<file path="config.mk">
export PLATFORM = sky130hd
export DESIGN_NAME = zvm_mux
export DESIGN_NICKNAME = d
export VERILOG_FILES = /design/src/logic/zvm_pkg.sv /design/src/logic/zvm_prio.sv /design/src/logic/zvm_mux.sv
export VERILOG_INCLUDE_DIRS = /design/src /design/src/logic
export SDC_FILE = /design/constraint.sdc
export NUM_CORES = 1
export LEC_CHECK = 0
export BUFFER_PORTS_ARGS = -buffer_cell sky130_fd_sc_hd__buf_4
export CORE_MARGIN = 2
export CORE_UTILIZATION = 50
export CTS_BUF_LIST = sky130_fd_sc_hd__clkbuf_8
export DETAILED_ROUTE_END_ITERATION = 6
export GPL_TIMING_DRIVEN = 1
export PLACE_DENSITY = 0.77
export SYNTH_ARGS = -nofsm -noshare
export SYNTH_HDL_FRONTEND = slang
export SYNTH_SLANG_ARGS = --single-unit
export TNS_END_PERCENT = 10
</file>
<file path="constraint.sdc">
create_clock -name clk_sys -period 3.5 [get_ports clk_sys]
set_input_delay 0.35 -clock clk_sys [delete_from_list [all_inputs] [get_ports clk_sys]]
set_output_delay 0.35 -clock clk_sys [all_outputs]
set_load 0.02 [all_outputs]
</file>
<file path="src/logic/zvm_cfg.svh">
// Purpose: constants for the zoomed video port routing block
// Assumes: included by bare name from the package and the modules
// Notes:   offsets, reset values and priority codes live here only
//
// Behaviour
// - drive enable clear holds video port terminals high-impedance; set drives them
// - source select picks socket 0 or socket 1 video, if enabled
// - auto source detection works only while the auto-detect bit is set
// - priority field is ignored unless auto-detect is set
// - priority codes 000 to 100 give the five documented source orders
// - socket 1 video mode takes card input, disables that card's drivers
// - socket 0 video mode takes card input, disables that card's drivers
`ifndef ZVM_CFG_SVH
`define ZVM_CFG_SVH

`define ZVM_VID_W       16
`define ZVM_CTRL_OFF    8'h84
`define ZVM_CTRL_RST    8'h00
`define ZVM_RD_IDLE     8'h00
`define ZVM_PRIO_ABE    3'h0
`define ZVM_PRIO_AEB    3'h1
`define ZVM_PRIO_BAE    3'h2
`define ZVM_PRIO_BEA    3'h3
`define ZVM_PRIO_EAB    3'h4
`define ZVM_IDX_A       2'h0
`define ZVM_IDX_B       2'h1
`define ZVM_IDX_E       2'h2

`endif

</file>
<file path="src/logic/zvm_pkg.sv">
// Purpose: shared types for the zoomed video port routing block
// Assumes: zvm_cfg.svh supplies the widths
// Notes:   control fields are packed msb first to match the register bits
`include "zvm_cfg.svh"

package zvm_pkg;

    // routing control register layout, bit 7 down to bit 0
    typedef struct packed {
        logic       drive_en;     // video_out_drive_enable
        logic       src_sel;      // video_source_select
        logic       auto_en;      // video_source_priority_order_enable
        logic [2:0] prio;         // source_priority_order
        logic       s1_mode;      // socket1_video_mode
        logic       s0_mode;      // socket0_video_mode
    } zvm_ctrl_t;

    // chosen source, one-hot
    typedef enum logic [3:0] {
        ZVM_SRC_NONE = 4'h1,
        ZVM_SRC_S0   = 4'h2,
        ZVM_SRC_S1   = 4'h4,
        ZVM_SRC_EXT  = 4'h8
    } zvm_src_t;

    // one video source as seen at the pins
    typedef struct packed {
        logic                  present;
        logic [`ZVM_VID_W-1:0] data;
    } zvm_vid_t;

    // whole state of the routing block
    typedef struct packed {
        zvm_ctrl_t                  ctrl;
        zvm_vid_t  [2:0]            sync1;   // first stage, read only by sync2
        zvm_vid_t  [2:0]            sync2;
        logic      [`ZVM_VID_W-1:0] out_data;
        logic                       out_oe;
        logic                       card0_oe;
        logic                       card1_oe;
        zvm_src_t                   src;
        logic      [7:0]            rdata;
    } zvm_state_t;

endpackage : zvm_pkg

</file>
<file path="src/logic/zvm_prio.sv">
// Purpose: picks the first available video source in a programmed order
// Assumes: avail bit 0 is slot A, bit 1 slot B, bit 2 the external source
// Notes:   purely combinational; codes above 100 fall back to the 100 order
`timescale 1ns/10ps
`include "zvm_cfg.svh"

module zvm_prio (
    input  wire logic [2:0]       code,
    input  wire logic [2:0]       avail,
    output zvm_pkg::zvm_src_t     pick
);

    logic [1:0] first;
    logic [1:0] second;
    logic [1:0] third;
    logic [1:0] win;
    logic       any;

    // order table for each priority code
    always_comb begin
        first  = `ZVM_IDX_E;
        second = `ZVM_IDX_A;
        third  = `ZVM_IDX_B;
        case (code)
            `ZVM_PRIO_ABE: begin first = `ZVM_IDX_A; second = `ZVM_IDX_B; third = `ZVM_IDX_E; end
            `ZVM_PRIO_AEB: begin first = `ZVM_IDX_A; second = `ZVM_IDX_E; third = `ZVM_IDX_B; end
            `ZVM_PRIO_BAE: begin first = `ZVM_IDX_B; second = `ZVM_IDX_A; third = `ZVM_IDX_E; end
            `ZVM_PRIO_BEA: begin first = `ZVM_IDX_B; second = `ZVM_IDX_E; third = `ZVM_IDX_A; end
            // reserved codes share the external-first order; safest guess
            default: begin first = `ZVM_IDX_E; second = `ZVM_IDX_A; third = `ZVM_IDX_B; end
        endcase
    end

    // first available source in order wins
    always_comb begin
        any = 1'b1;
        if (avail[first]) begin
            win = first;
        end else if (avail[second]) begin
            win = second;
        end else if (avail[third]) begin
            win = third;
        end else begin
            win = first;
            any = 1'b0;
        end
        if (!any) begin
            pick = zvm_pkg::ZVM_SRC_NONE;
        end else if (win == `ZVM_IDX_A) begin
            pick = zvm_pkg::ZVM_SRC_S0;
        end else if (win == `ZVM_IDX_B) begin
            pick = zvm_pkg::ZVM_SRC_S1;
        end else begin
            pick = zvm_pkg::ZVM_SRC_EXT;
        end
    end

endmodule : zvm_prio

</file>
<file path="src/logic/zvm_mux.sv">
// Purpose: zoomed video port routing, source selection and drive control
// Assumes: config access signals come from logic on clk_sys; video pins do not
// Notes:   register answers at offset 84h in either function; reads lag one cycle
`timescale 1ns/10ps
`include "zvm_cfg.svh"

module zvm_mux (
    input  wire logic                  clk_sys,
    input  wire logic                  rst,
    input  wire logic                  cfg_func,
    input  wire logic [7:0]            cfg_addr,
    input  wire logic                  cfg_wr,
    input  wire logic                  cfg_rd,
    input  wire logic [7:0]            cfg_wdata,
    output      logic [7:0]            cfg_rdata,
    input  wire logic [`ZVM_VID_W-1:0] sock0_vid_i,
    input  wire logic                  sock0_vid_present,
    input  wire logic [`ZVM_VID_W-1:0] sock1_vid_i,
    input  wire logic                  sock1_vid_present,
    input  wire logic [`ZVM_VID_W-1:0] ext_vid_i,
    input  wire logic                  ext_vid_present,
    output      logic [`ZVM_VID_W-1:0] vid_out_o,
    output      logic                  vid_out_oe,
    output      logic                  card0_if_oe,
    output      logic                  card1_if_oe,
    output      logic [3:0]            active_src
);

    ////////////////////////////////////////////////////////////////////////////
    // state and decode

    zvm_pkg::zvm_state_t st_reg;
    zvm_pkg::zvm_state_t st_next;
    zvm_pkg::zvm_src_t   auto_pick;
    zvm_pkg::zvm_src_t   man_pick;
    zvm_pkg::zvm_src_t   sel;
    logic                hit;
    logic [2:0]          avail;

    // both functions decode the offset; function 0 only is up to software
    assign hit = (cfg_addr == `ZVM_CTRL_OFF);

    // a socket counts only with its video mode set and activity seen
    assign avail = {st_reg.sync2[`ZVM_IDX_E].present,
                    st_reg.sync2[`ZVM_IDX_B].present & st_reg.ctrl.s1_mode,
                    st_reg.sync2[`ZVM_IDX_A].present & st_reg.ctrl.s0_mode};

    zvm_prio u_prio (
        .code  (st_reg.ctrl.prio),
        .avail (avail),
        .pick  (auto_pick)
    );

    ////////////////////////////////////////////////////////////////////////////
    // source choice

    // manual path: select bit names a socket, used only if that socket is in video mode
    always_comb begin
        if (!st_reg.ctrl.src_sel) begin
            man_pick = st_reg.ctrl.s0_mode ? zvm_pkg::ZVM_SRC_S0 : zvm_pkg::ZVM_SRC_NONE;
        end else begin
            man_pick = st_reg.ctrl.s1_mode ? zvm_pkg::ZVM_SRC_S1 : zvm_pkg::ZVM_SRC_NONE;
        end
    end

    // priority field matters only in auto mode
    assign sel = st_reg.ctrl.auto_en ? auto_pick : man_pick;

    ////////////////////////////////////////////////////////////////////////////
    // next state

    always_comb begin
        st_next = st_reg;
        // two flops on every pin before anything looks at it
        st_next.sync1[`ZVM_IDX_A] = '{present: sock0_vid_present, data: sock0_vid_i};
        st_next.sync1[`ZVM_IDX_B] = '{present: sock1_vid_present, data: sock1_vid_i};
        st_next.sync1[`ZVM_IDX_E] = '{present: ext_vid_present, data: ext_vid_i};
        st_next.sync2 = st_reg.sync1;
        // register write; a read in the same cycle returns the old value
        if (cfg_wr && hit) begin
            st_next.ctrl = zvm_pkg::zvm_ctrl_t'(cfg_wdata);
        end
        st_next.rdata = (cfg_rd && hit) ? 8'(st_reg.ctrl) : `ZVM_RD_IDLE;
        // routed data, zero when nothing is chosen
        st_next.src = sel;
        unique case (sel)
            zvm_pkg::ZVM_SRC_S0:  st_next.out_data = st_reg.sync2[`ZVM_IDX_A].data;
            zvm_pkg::ZVM_SRC_S1:  st_next.out_data = st_reg.sync2[`ZVM_IDX_B].data;
            zvm_pkg::ZVM_SRC_EXT: st_next.out_data = st_reg.sync2[`ZVM_IDX_E].data;
            zvm_pkg::ZVM_SRC_NONE: st_next.out_data = '0;
        endcase
        // outgoing port drivers follow the enable bit alone
        st_next.out_oe = st_reg.ctrl.drive_en;
        // card side drivers are turned off so the card may drive video in
        st_next.card1_oe = !st_reg.ctrl.s1_mode;
        st_next.card0_oe = !st_reg.ctrl.s0_mode;
    end

    // single register for all state; synchronous reset
    always_ff @(posedge clk_sys) begin
        if (rst) begin
            st_reg <= '0;
            st_reg.ctrl <= zvm_pkg::zvm_ctrl_t'(`ZVM_CTRL_RST);
            st_reg.src <= zvm_pkg::ZVM_SRC_NONE;
            st_reg.card0_oe <= 1'b1;
            st_reg.card1_oe <= 1'b1;
        end else begin
            st_reg <= st_next;
        end
    end

    ////////////////////////////////////////////////////////////////////////////
    // outputs, all from flops

    assign cfg_rdata   = st_reg.rdata;
    assign vid_out_o   = st_reg.out_data;
    assign vid_out_oe  = st_reg.out_oe;
    assign card0_if_oe = st_reg.card0_oe;
    assign card1_if_oe = st_reg.card1_oe;
    assign active_src  = st_reg.src;
endmodule : zvm_mux

</file>
=== Word level (Yosys, flattened, before mapping) ===
Index checks and enable logic that the tools add are counted.

* Magnitude comparators: 3
* Equality and inequality tests: 9
* Multiplexer cells: 23
* Bitwise operators: 3
* Reduce and logical (&&, ||, !) cells: 11

{| class="wikitable"
|+ Operators by type and width
! kind !! count
|-
| $pmux W16 S4 || 1
|-
| $mux W4 || 4
|-
| $pmux W2 S2 || 3
|-
| $reduce_or A2 Y1 || 5
|-
| $lt A2 B3 Y1 const B || 3
|-
| $eq A8 B8 Y1 const B || 1
|-
| $mux W2 || 4
|-
| $bmux W1 S2 || 3
|-
| $eq A3 B2 Y1 const B || 2
|-
| $mux W1 || 6
|-
| $mux W3 || 2
|-
| $eq A4 B1 Y1 const B || 1
|-
| $eq A4 B2 Y1 const B || 1
|-
| $eq A4 B3 Y1 const B || 1
|-
| $eq A4 B4 Y1 const B || 1
|-
| $eq A3 B1 Y1 const B || 1
|-
| $logic_not A3 Y1 || 1
|-
| $and A1 B1 Y1 || 2
|-
| $eq A2 B1 Y1 const B || 1
|-
| $logic_and A1 B1 Y1 || 2
|-
| $logic_not A1 Y1 || 2
|-
| $logic_not A2 Y1 || 1
|-
| $not A1 Y1 || 1
|}

* Register bits: 141
* Input port bits: 72
* Output and inout bits: 31
* Logic and storage cells: 73

=== Logic depth before layout (Yosys ltp) ===
Gate-level depths: netlist of the first run.

* Depth after elaboration: 15
* Gate-level depth with buffers: 7
* Depth with buffers taken out: 6

=== Modules after synthesis ===
A second synthesis of the first run with hierarchy kept.

* Cell total of the unflattened synthesis: 391
* Area, all modules: 4458.0 um2

{| class="wikitable"
|+ By module, submodules not included
! module !! times used !! cells each !! area each (um2) !! seq. area each (um2)
|-
| zvm_mux || 1 || 376 || 4383.0 || 2822.7
|-
| zvm_prio || 1 || 15 || 75.1 || 0.0
|}

=== Least setup slack after synthesis of the first run ===
OpenSTA, ideal clock, no wires.

* Kind: register to register
* Start: register st_reg[137] (netlist bit)
* End: register st_reg, in the netlist vid_out_o[10]
* Setup time: 139 ps
* Data arrival time: 1589 ps
* Path slack: 1771 ps
* Cell stages (with the launch flop): 8
* Buffers on the path: 1
* Cell sequence: dfxtp_1 or2_0 a211oi_2 a31oi_4 a22o_4 buf_6 a221oi_2 nor3_2

* Longest elaborated chain between the ends: 15

{| class="wikitable"
|+ Ends and longest elaborated chain
! item !! line !! RTL
|-
| from (decl) || zvm_mux.sv:32 || <nowiki>zvm_pkg::zvm_state_t st_reg;</nowiki>
|-
| from (signal assigned) || zvm_mux.sv:108 || <nowiki>st_reg <= st_next;</nowiki>
|-
| $eq A3 B2 Y1 / $logic_not A3 Y1 (equally long branches) || zvm_prio.sv:24 || <nowiki>case (code)</nowiki>
|-
| $reduce_or A2 Y1 (no source line) || - ||
|-
| $pmux W2 S2 || zvm_prio.sv:24 ||
|-
| $bmux W1 S2 || zvm_prio.sv:41 || <nowiki>end else if (avail[third]) begin</nowiki>
|-
| $mux W1 (not written as such) || zvm_prio.sv:41 ||
|-
| $mux W2 || zvm_prio.sv:41 ||
|-
| $mux W2 || zvm_prio.sv:39 || <nowiki>end else if (avail[second]) begin</nowiki>
|-
| $mux W2 || zvm_prio.sv:37 || <nowiki>if (avail[first]) begin</nowiki>
|-
| $eq A2 B1 Y1 (no source line) || - ||
|-
| $mux W4 || zvm_prio.sv:51 || <nowiki>end else if (win == `ZVM_IDX_B) begin</nowiki>
|-
| $mux W4 || zvm_prio.sv:49 || <nowiki>end else if (win == `ZVM_IDX_A) begin</nowiki>
|-
| $mux W4 * || zvm_prio.sv:47 || <nowiki>if (!any) begin</nowiki>
|-
| $mux W4 * || zvm_mux.sv:67 || <nowiki>assign sel = st_reg.ctrl.auto_en ? auto_pick : man_pick;</nowiki>
|-
| $eq A4 B1 Y1, or another cell as far along || zvm_mux.sv:86 || <nowiki>unique case (sel)</nowiki>
|-
| $pmux W16 S4 * || zvm_mux.sv:86 ||
|}

Every way passes the cells marked *; elsewhere a longest branch is shown, timed or not. The select of a mux whose other input is x is not followed.
A chain may end at the register's enable or synchronous reset.

=== Worst setup path after layout of the first run ===
* Start: register st_reg[134] (netlist bit)
* End: register st_reg, in the netlist vid_out_o[3]

* Longest elaborated chain between the ends: 13

{| class="wikitable"
|+ Ends and longest elaborated chain
! item !! line !! RTL
|-
| $and A1 B1 Y1 || zvm_mux.sv:45 || <nowiki>st_reg.sync2[`ZVM_IDX_B].present & st_reg.ctrl.s1_mode,</nowiki>
|-
| $bmux W1 S2 || zvm_prio.sv:41 ||
|-
| $mux W1 (not written as such) || zvm_prio.sv:41 ||
|-
| $mux W2 || zvm_prio.sv:41 ||
|-
| $mux W2 || zvm_prio.sv:39 ||
|-
| $mux W2 || zvm_prio.sv:37 ||
|-
| $eq A2 B1 Y1 (no source line) || - ||
|-
| $mux W4 || zvm_prio.sv:51 ||
|-
| $mux W4 || zvm_prio.sv:49 ||
|-
| $mux W4 || zvm_prio.sv:47 ||
|-
| $mux W4 * || zvm_mux.sv:67 ||
|-
| $eq A4 B1 Y1, or another cell as far along || zvm_mux.sv:86 ||
|-
| $pmux W16 S4 * || zvm_mux.sv:86 ||
|}

Marks and branches as above.

==> flow_summary_export.csv, run 1 <==
group,metric,value,unit
hold_path,whs_endpoint,"st_next[40]$_SDFF_PP0_",
die,initial_utilization,50.7,%
clock_network,post_cts_buffers,0,
layout,antenna_cells,0,
global_route,grt_start_max_net_pins,101,
clock_network,htreeDepth,4,
power_and_ir_drop,power_leakage,2.41,nW
placement,place_hpwl,4.86,mm
critical_path,r2r_setup_slack,1.28,ns
clock_network,clk_pin_slew,0.07,ns
hold_path,hold_path.class,"in2reg",
detailed_routing,route.detailed.drc,0,
critical_path,cp-end-kind,"register",
clock_network,cts.sinks,141,
sta,hold_viol_final,0,
critical_path,cp.required,3.82,ns
detailed_routing,drt_iter0_drc,47,
job,cap_violations,0,
synth,avgSynthCellArea,11.6,sq um
detailed_routing,drt-total-wl,7.35,mm
die,die_area,10000,sq um
global_route,first_global_vias,2659,
run_status,outcome,"complete, no violations",
sta,post-route-period-util,63.3,%
synth,ys.flop_type,"dfxtp_1",
sta,skew,0.00879,ns
layout,largest_reg_flops,57,
die,die_x,100,um
synth,synth_common_cells,"dfxtp_1, nor2b_1, buf_4",
sta,post-route-min-period,2.22,ns
hold_path,min_path_cells,2,
critical_path,crit_type,"reg2reg",
critical_path,arrival,2.54,ns
detailed_routing,postRouteAntennaNets,0,
critical_path,r2r_start,"st_reg[134]$_SDFFE_PP0P_",
synth,synth_edf_count,0,
power_and_ir_drop,power_density,549,nW/um^2
global_route,grt_first_pass_wirelength,11.9,mm
clock_network,clockBufferDepth,2,
sta,whs,0.144,ns
critical_path,reg2reg_to,"vid_out_o[3]$_SDFF_PP0_",
detailed_routing,viasPerCell,4.64,
clock_network,cts_tree,"done",
sta,tightest_slew,1.06,ns
detailed_routing,vias,2762,
layout,fillers,739,
clock_network,cts_hold_buf,0,
layout,drive_above_1_share,33.5,%
synth,yosysUniqueCellTypes,38,
clock_network,clk_latency,0.41,ns
sta,fmax,451,MHz
sta,maxSlewViolCount,0,
clock_network,cts_made_buffers,17,
global_route,antenna_found_initial,0,
synth,synth.most_common_cell,"dfxtp_1",
global_route,overflow,0,
power_and_ir_drop,vdd.ir_drop.worst,246,uV
critical_path,reg2reg_depth,6,
global_route,grt_usage,15.3,%
critical_path,crit_path_start_kind,"register",
hold_path,hold_start,"sock0_vid_i[9]",
die,die_height,100,um
placement,gp_congestion,0.843,
synth,synth.area.top_cells,"dfxtp_1, nor2b_1, buf_4, a221oi_2, nor2_1",
critical_path,cp_max_fo,17,
synth,synth_area_leader_cell,"dfxtp_1",
die,coreArea,9110,sq um
sta,rsz0062_at_grt,"false",
sta,tns,0,ns
die,rows,35,
synth,synthArstFlopShare,0,%
clock_network,ctsResizeCount,0,
sta,relSlewSlack,29.6,%
synth,yosysWarnings,0,
synth,synth_seq_area_share,61.2,%
synth,syn_area,4620,sq um
placement,portBuffers,101,
detailed_routing,wire_per_inst,12.4,um
clock_network,root_buffer,"clkbuf_8",
synth,yosysTopAreaCellShare,61.2,%
sta,finalSetupViolCount,0,
synth,syn_inst,398,
synth,yosys_register_bits,141,
layout,area_growth,22.0,%
die,io_pins,103,
layout,nets,543,
detailed_routing,first_pass_iters,4,
synth,syn-num-nets,470,
-- critical path: stages, from the launching register on --
cell and delay (ns):
dfxtp_1 0.44, nand2_2 0.15, a31oi_2 0.30, o221ai_1 0.22, o21ai_4 0.56, a221oi_1 0.21
nor3_1 0.24
-- how the worst max path moves through the flow --
stage / startpoint / to / slack, ns / cells after the start
5_1_grt: st_reg[134]$_SDFFE_PP0P_ / vid_out_o[15]$_SDFF_PP0_ / 1.10 / 6
2_1_floorplan: st_reg[137]$_SDFFE_PP0P_ / vid_out_o[10]$_SDFF_PP0_ / 1.77 / 7
3_5_place_dp: st_reg[134]$_SDFFE_PP0P_ / vid_out_o[3]$_SDFF_PP0_ / 1.28 / 6
6_report: st_reg[134]$_SDFFE_PP0P_ / vid_out_o[3]$_SDFF_PP0_ / 1.28 / 6
3_3_place_gp: st_reg[134]$_SDFFE_PP0P_ / vid_out_o[2]$_SDFF_PP0_ / 1.39 / 6
4_1_cts: st_reg[134]$_SDFFE_PP0P_ / vid_out_o[3]$_SDFF_PP0_ / 1.24 / 6
-- stage by stage --
stage / cells / setup WS (ns) / total power, W / area [sq um] / utilization [%]
after floorplan: 398 / 1.77 / 0.00177 / 4620 / -
final: 595 / 1.28 / 0.00309 / 5630 / 61.8
after CTS: 595 / 1.24 / 0.00312 / 5630 / 61.8
after global placement: 563 / 1.39 / 0.00183 / 5220 / 57.3
after global routing: 595 / 1.10 / 0.00321 / 5630 / 61.8
after detailed placement: 563 / 1.28 / 0.00184 / 5220 / 57.3
-- cell usage in the layout (no fill, tap or decap), types with 3 or more instances in the layout --
cell type  netlist  layout
a221oi_1         6       6
a221oi_2        10      10
and2_1           8       8
buf_4           28     102
bufinv_16        0       3
clkbuf_8         0      19
clkinv_2         0       3
clkinv_4         0       3
dfxtp_1        141     141
inv_1            2       5
mux2i_1          8       8
nor2_1          27      27
nor2b_1        107     107
nor3_1           6       6
nor3_2          10      10
-- logic make-up after synthesis --
| group | count (synthesis) | synth area share, % |
|---|---|---|
| flip-flops | 141 | 61.2 |
| buffers and inverters | 50 | 6.72 |
| multiplexers | 8 | 1.73 |
| AND/OR/NAND/NOR | 169 | 22.3 |
| AO/OA/AOI/OAI | 30 | 8.05 |
-- final cells by class --
type,count,area (sq um),area share [%]
well taps,111,139,2.47
inverters,2,7.51,0.133
clock inverters,13,150,2.67
multi-input cells,207,1480,26.3
flip-flops and latches,141,2820,50.1
repair buffers,102,766,13.6
clock buffers,19,262,4.65
-- routing by layer --
layer | track usage (%) | part of all wire (%)
met2 | 25.2 | 47
met5 | 0 | 0
met3 | 5.15 | 5.6
met4 | 7.17 | 1.0
met1 | 18.2 | 46
-- power by group --
group,internal (W),switching (W),total [W]
Clock,0.000735,0.000558,0.00129
Sequential,0.00166,0.0000147,0.00167
Combinational,0.0000794,0.0000445,0.000124
Total,0.00247,0.000617,0.00309
(Power assumes the default switching activity.)
==> run 2: changes to the inputs <==
--- a/config.mk
+++ b/config.mk
@@ -12,7 +12,7 @@
 export CTS_BUF_LIST = sky130_fd_sc_hd__clkbuf_8
 export DETAILED_ROUTE_END_ITERATION = 6
 export GPL_TIMING_DRIVEN = 1
-export PLACE_DENSITY = 0.77
+export PLACE_DENSITY = 0.79
 export SYNTH_ARGS = -nofsm -noshare
 export SYNTH_HDL_FRONTEND = slang
 export SYNTH_SLANG_ARGS = --single-unit
==> constraint.sdc (replaced) <==
create_clock -name clk_sys -period 2.01 [get_ports clk_sys]
set_input_delay 0.201 -clock clk_sys [delete_from_list [all_inputs] [get_ports clk_sys]]
set_output_delay 0.201 -clock clk_sys [all_outputs]
set_load 0.02 [all_outputs]
==> run 2 against run 1 <==
Sequential share of layout area decreased by 4.5 points. Non-clock buffer count increased by 50. Clock power rose by 84%. Worst hold slack lost 0.12 ns. Clock-buffer cell count shrank 2. Utilization is 6.1 points higher. Worst setup slack worse by 1.2 ns. Largest power group unchanged.
==> flow_summary_export.csv, run 2 (synthesis gave the netlist of run 1 again) <==
group,metric,value,unit
layout,drive_above_1_share,32.3,%
critical_path,crit_type,"reg2reg",
layout,final_cells,646,
die,rows,35,
global_route,grt_usage,17.1,%
clock_network,root_buffer,"clkbuf_8",
sta,post-route-period-util,94.5,%
critical_path,arrival,2.19,ns
clock_network,cts.sinks,141,
die,die_x,100,um
die,io_pins,103,
global_route,antenna_found_initial,0,
clock_network,clk_pin_slew,0.08,ns
detailed_routing,vias,2985,
layout,nets,594,
global_route,overflow,0,
sta,skew,0.00980,ns
clock_network,clk_latency,0.42,ns
detailed_routing,viasPerCell,4.62,
global_route,grt_first_pass_wirelength,13.1,mm
power_and_ir_drop,power_leakage,2.63,nW
detailed_routing,wire_per_inst,13.4,um
critical_path,cp-end-kind,"register",
layout,antenna_cells,0,
sta,tns,0,ns
global_route,grt_start_max_net_pins,90,
die,coreArea,9110,sq um
clock_network,clockBufferDepth,2,
detailed_routing,drt-total-wl,8.68,mm
hold_path,hold_path.class,"in2reg",
layout,largest_reg_flops,57,
critical_path,cp.required,2.31,ns
clock_network,htreeDepth,4,
die,die_height,100,um
global_route,first_global_vias,2816,
sta,fmax,527,MHz
detailed_routing,route.detailed.drc,0,
job,cap_violations,0,
sta,post-route-min-period,1.90,ns
clock_network,post_cts_buffers,0,
run_status,outcome,"complete, no violations",
sta,rsz0062_at_grt,"false",
power_and_ir_drop,power_density,903,nW/um^2
placement,place_hpwl,5.12,mm
layout,final_common_cell,"dfxtp_1",
detailed_routing,first_pass_iters,4,
placement,portBuffers,101,
sta,tightest_slew,0.648,ns
clock_network,cts_made_buffers,17,
critical_path,cpPeakStageDelay,0.43,ns
die,die_area,10000,sq um
critical_path,worst_path_max_delay_cell,"dfxtp_1",
critical_path,crit_path_start_kind,"register",
critical_path,path_cells,"nor2b_1 -> a21oi_1 -> o221a_2 -> a22o_2 -> a221oi_2 -> nor3_2",
layout,final_cell_mix,"dfxtp_1, nor2b_1, buf_4, dlygate4sd3_1, nor2_1",
layout,area_growth,33.9,%
sta,relSlewSlack,56.7,%
sta,finalSetupViolCount,0,
detailed_routing,drt_iter0_drc,61,
detailed_routing,postRouteAntennaNets,0,
sta,hold_viol_final,0,
clock_network,cts_tree,"done",
critical_path,cp_max_fo,8,
power_and_ir_drop,vdd.ir_drop.worst,567,uV
die,initial_utilization,50.7,%
placement,dp_cells,570,
placement,gp_congestion,0.752,
sta,maxSlewViolCount,0,
-- run 2: changes by cell type in the layout (fill, tap and decap cells not counted), moves of 2 or more --
cell           before  now
clkinv_4            3    1
clkinvlp_4          1    5
buf_4             102  107
inv_1               5    2
clkbuf_8           19   17
buf_12              0    2
dlygate4sd3_1       0   43
-- run 2: critical path: cells and delay by family (launching register included) --
| kind | cells | cell delay, ns |
|---|---|---|
| and+or+nand+nor | 2 | 0.28 |
| AOI/OAI and AO/OA | 4 | 1.07 |
| DFF | 1 | 0.43 |
-- run 2: final cells by class --
class                   instances  area, sq um
fillers                       675         2930
flip-flops and latches        141         2820
repair buffers                152         1270
inverters                       2         7.51
clock inverters                15          195
multi-input cells             208         1510
clock buffers                  17          234
well taps                     111          139
-- run 2: repair_timing --
| action | 4_1_cts | 5_1_grt |
|---|---|---|
| hold buffers | 43 | 0 |
| endpoints found under the hold margin | 43 | 0 |
| resized for setup | 1 | 1 |
| setup endpoints to repair | 4 | 3 |
| cloned | 0 | 1 |
| pin swaps | 0 | 1 |
-- run 2: worst paths after layout --
kind	startpoint	to	slack, ns	cells after the start
worst max-delay path	st_reg[135]$_SDFFE_PP0P_	vid_out_o[12]$_SDFF_PP0_	0.11	6
worst min-delay path	sock1_vid_i[3]	st_next[51]$_SDFF_PP0_	0.02	2
worst max register to register	st_reg[135]$_SDFFE_PP0P_	vid_out_o[12]$_SDFF_PP0_	0.11	6
worst min register to register	st_next[37]$_SDFF_PP0_	st_reg[37]$_SDFF_PP0_	0.44	1
-- run 2: report_power, final --
| group | leakage, nW | internal (W) | switching, W | total (W) |
|---|---|---|---|---|
| Clock | 0.204 | 0.00135 | 0.00102 | 0.00237 |
| Combinational | 1.27 | 0.000197 | 0.0000976 | 0.000294 |
| Sequential | 1.16 | 0.00289 | 0.0000273 | 0.00292 |
-- run 2: stage by stage --
| stage | area [sq um] | power, W | setup WS (ns) | utilization (%) | hold WS, ns |
|---|---|---|---|---|---|
| 2_1_floorplan | 4620 | 0.00307 | 0.281 | - | 0.329 |
| 4_1_cts | 6160 | 0.00563 | 0.133 | 67.7 | 0.000602 |
| 3_5_place_dp | 5300 | 0.00320 | 0.000860 | 58.1 | 0.417 |
| 6_report | 6180 | 0.00558 | 0.111 | 67.9 | 0.0216 |
| 5_1_grt | 6180 | 0.00577 | 0.00609 | 67.9 | 0.00744 |
| 3_3_place_gp | 5300 | 0.00320 | 0.0209 | 58.1 | 0.413 |
-- run 2: metal layers --
metal | GRT usage (%) | share of wire (%)
met5 | 0 | 0
met4 | 7.17 | 1.4
met3 | 5.22 | 5.2
met2 | 28.3 | 49
met1 | 20.9 | 45
==> run 3: changes to the inputs <==
--- a/config.mk
+++ b/config.mk
@@ -6,13 +6,12 @@
 export SDC_FILE = /design/constraint.sdc
 export NUM_CORES = 1
 export LEC_CHECK = 0
-export BUFFER_PORTS_ARGS = -buffer_cell sky130_fd_sc_hd__buf_4
+export BUFFER_PORTS_ARGS = -buffer_cell sky130_fd_sc_hd__buf_2
 export CORE_MARGIN = 2
-export CORE_UTILIZATION = 50
-export CTS_BUF_LIST = sky130_fd_sc_hd__clkbuf_8
+export CORE_UTILIZATION = 48
 export DETAILED_ROUTE_END_ITERATION = 6
 export GPL_TIMING_DRIVEN = 1
-export PLACE_DENSITY = 0.79
+export PLACE_DENSITY = 0.77
 export SYNTH_ARGS = -nofsm -noshare
 export SYNTH_HDL_FRONTEND = slang
 export SYNTH_SLANG_ARGS = --single-unit
==> run 3 against run 2 <==
Die area grew 4.0%. Utilization increased by 0.22 points. Critical path depth is the same. Sequential share of layout area fell by 0.94 points. Maximum frequency increased by 2.1%. Worst setup slack improved by 0.038 ns. Critical endpoint is now vid_out_o[3]$_SDFF_PP0_. Total power is 8.7% higher. Routed wire length up 3.1%.
==> flow_summary_export.csv, run 3 (synthesis gave the netlist of run 1 again) <==
group,metric,value,unit
placement,place_hpwl,5.29,mm
clock_network,clk_latency,0.51,ns
placement,gp_congestion,0.866,
sta,post-route-min-period,1.86,ns
sta,tns,0,ns
detailed_routing,viasPerCell,4.46,
global_route,overflow,0,
critical_path,cp.required,2.39,ns
layout,utilization,68.1,%
die,coreArea,9280,sq um
critical_path,cpPeakStageDelay,0.38,ns
global_route,grt_first_pass_wirelength,14.0,mm
layout,antenna_cells,0,
detailed_routing,drt-total-wl,8.94,mm
clock_network,post_cts_buffers,0,
die,io_pins,103,
detailed_routing,route.detailed.drc,0,
critical_path,path_cells,"or2_0 -> a211oi_2 -> a31oi_4 -> a22o_4 -> a221oi_1 -> nor3_1",
power_and_ir_drop,clkPwrFrac,47.2,%
power_and_ir_drop,total_power,0.00606,W
sta,tightest_slew,0.666,ns
detailed_routing,drt_iter0_drc,79,
run_status,outcome,"complete, no violations",
job,cap_violations,0,
sta,relSlewSlack,55.5,%
layout,final_cell_mix,"dfxtp_1, nor2b_1, buf_2, dlygate4sd3_1, nor2_1",
power_and_ir_drop,power.internal,0.00485,W
clock_network,cts.sinks,141,
critical_path,cp_max_fo,16,
layout,final_common_cell,"dfxtp_1",
detailed_routing,wire_per_inst,13.0,um
critical_path,arrival,2.24,ns
clock_network,clk_pin_slew,0.06,ns
layout,nets,618,
hold_path,hold_path.class,"in2reg",
placement,dp_cells,589,
detailed_routing,postRouteAntennaNets,0,
sta,skew,0.00700,ns
clock_network,cts_tree,"done",
sta,whs,0.285,ns
critical_path,cp-end-kind,"register",
power_and_ir_drop,power_leakage,2.76,nW
detailed_routing,vias,3067,
layout,drive_above_1_share,31.5,%
power_and_ir_drop,vdd.ir_drop.worst,583,uV
global_route,grt_start_max_net_pins,72,
global_route,grt_usage,18.0,%
layout,fillers,696,
layout,largest_reg_flops,57,
clock_network,htreeDepth,4,
die,die_height,102,um
sta,hold_viol_final,0,
clock_network,cts_made_buffers,17,
clock_network,root_buffer,"clkbuf_8",
die,rows,35,
sta,fmax,537,MHz
critical_path,worst_path_max_delay_cell,"a22o_4",
power_and_ir_drop,comb_power_share,4.6,%
layout,seqCellArea,2830,sq um
clock_network,clockBufferDepth,2,
global_route,antenna_found_initial,0,
die,die_area,10400,sq um
critical_path,crit_path_start_kind,"register",
detailed_routing,first_pass_iters,4,
layout,area_growth,36.9,%
sta,rsz0062_at_grt,"false",
layout,multiInputGateArea,1510,sq um
layout,final_cells,687,
power_and_ir_drop,swShare,20.0,%
die,initial_utilization,49.7,%
power_and_ir_drop,power_density,959,nW/um^2
global_route,first_global_vias,3003,
sta,post-route-period-util,92.6,%
power_and_ir_drop,power_frac_seq,48.2,%
die,die_x,102,um
placement,portBuffers,101,
critical_path,crit_type,"reg2reg",
power_and_ir_drop,switchingPower,0.00121,W
sta,maxSlewViolCount,0,
sta,finalSetupViolCount,0,
-- run 3: what timing repair did --
action                                 in CTS  in global routing
endpoints found under the hold margin      61                  0
hold buffers                               67                  0
setup endpoints to repair                   6                 16
resized for setup                           3                  5
-- run 3: worst max-delay path: cells and delay by family (launching register included) --
kind	cells	cell delay [ns]
AOI/OAI and AO/OA	4	1.01
DFF	1	0.37
and+or+nand+nor	2	0.34
-- run 3: area by class of cell --
cell class | instances | area share [%]
sequential | 141 | 44.7
clock inverter | 12 | 1.94
inverter | 2 | 0.119
clock buffer | 19 | 6.83
timing repair buffer | 177 | 20.0
tap | 129 | 2.55
multi-input combinational | 207 | 23.9
-- run 3: final timing paths --
check             slack, ns                  endpoint                startpoint  depth (start not counted)
setup / recovery       0.15   vid_out_o[3]$_SDFF_PP0_  st_reg[137]$_SDFFE_PP0P_                          6
hold / removal         0.28  st_reg[135]$_SDFFE_PP0P_                    cfg_wr                          5
setup reg to reg       0.15   vid_out_o[3]$_SDFF_PP0_  st_reg[137]$_SDFFE_PP0P_                          6
hold reg to reg        0.43     st_reg[35]$_SDFF_PP0_    st_next[35]$_SDFF_PP0_                          1
-- run 3: power by group through the flow --
stage / combinational (W) / sequential [W] / clock (W)
6_report: 0.000279 / 0.00292 / 0.00286
5_1_grt: 0.000307 / 0.00293 / 0.00304
4_1_cts: 0.000276 / 0.00292 / 0.00293
3_5_place_dp: 0.000187 / 0.00298 / 0
3_3_place_gp: 0.000181 / 0.00298 / 0
2_1_floorplan: 0.000104 / 0.00297 / 0
-- run 3: stage by stage --
stage               area [sq um]  setup WS (ns)
finish                      6320          0.149
global route                6320         0.0203
CTS                         6310         0.0402
detailed placement          5060        -0.0567
global placement            5060         0.0548
floorplan                   4620          0.281
-- run 3: routing by layer --
layer	global-route usage (%)	vias to the layer above	part of all wire, %
li1	-	1566	-
met1	20.6	1400	43
met2	30.8	91	50
met3	5.88	10	5.3
met4	7.90	0	1.2
met5	0	-	0
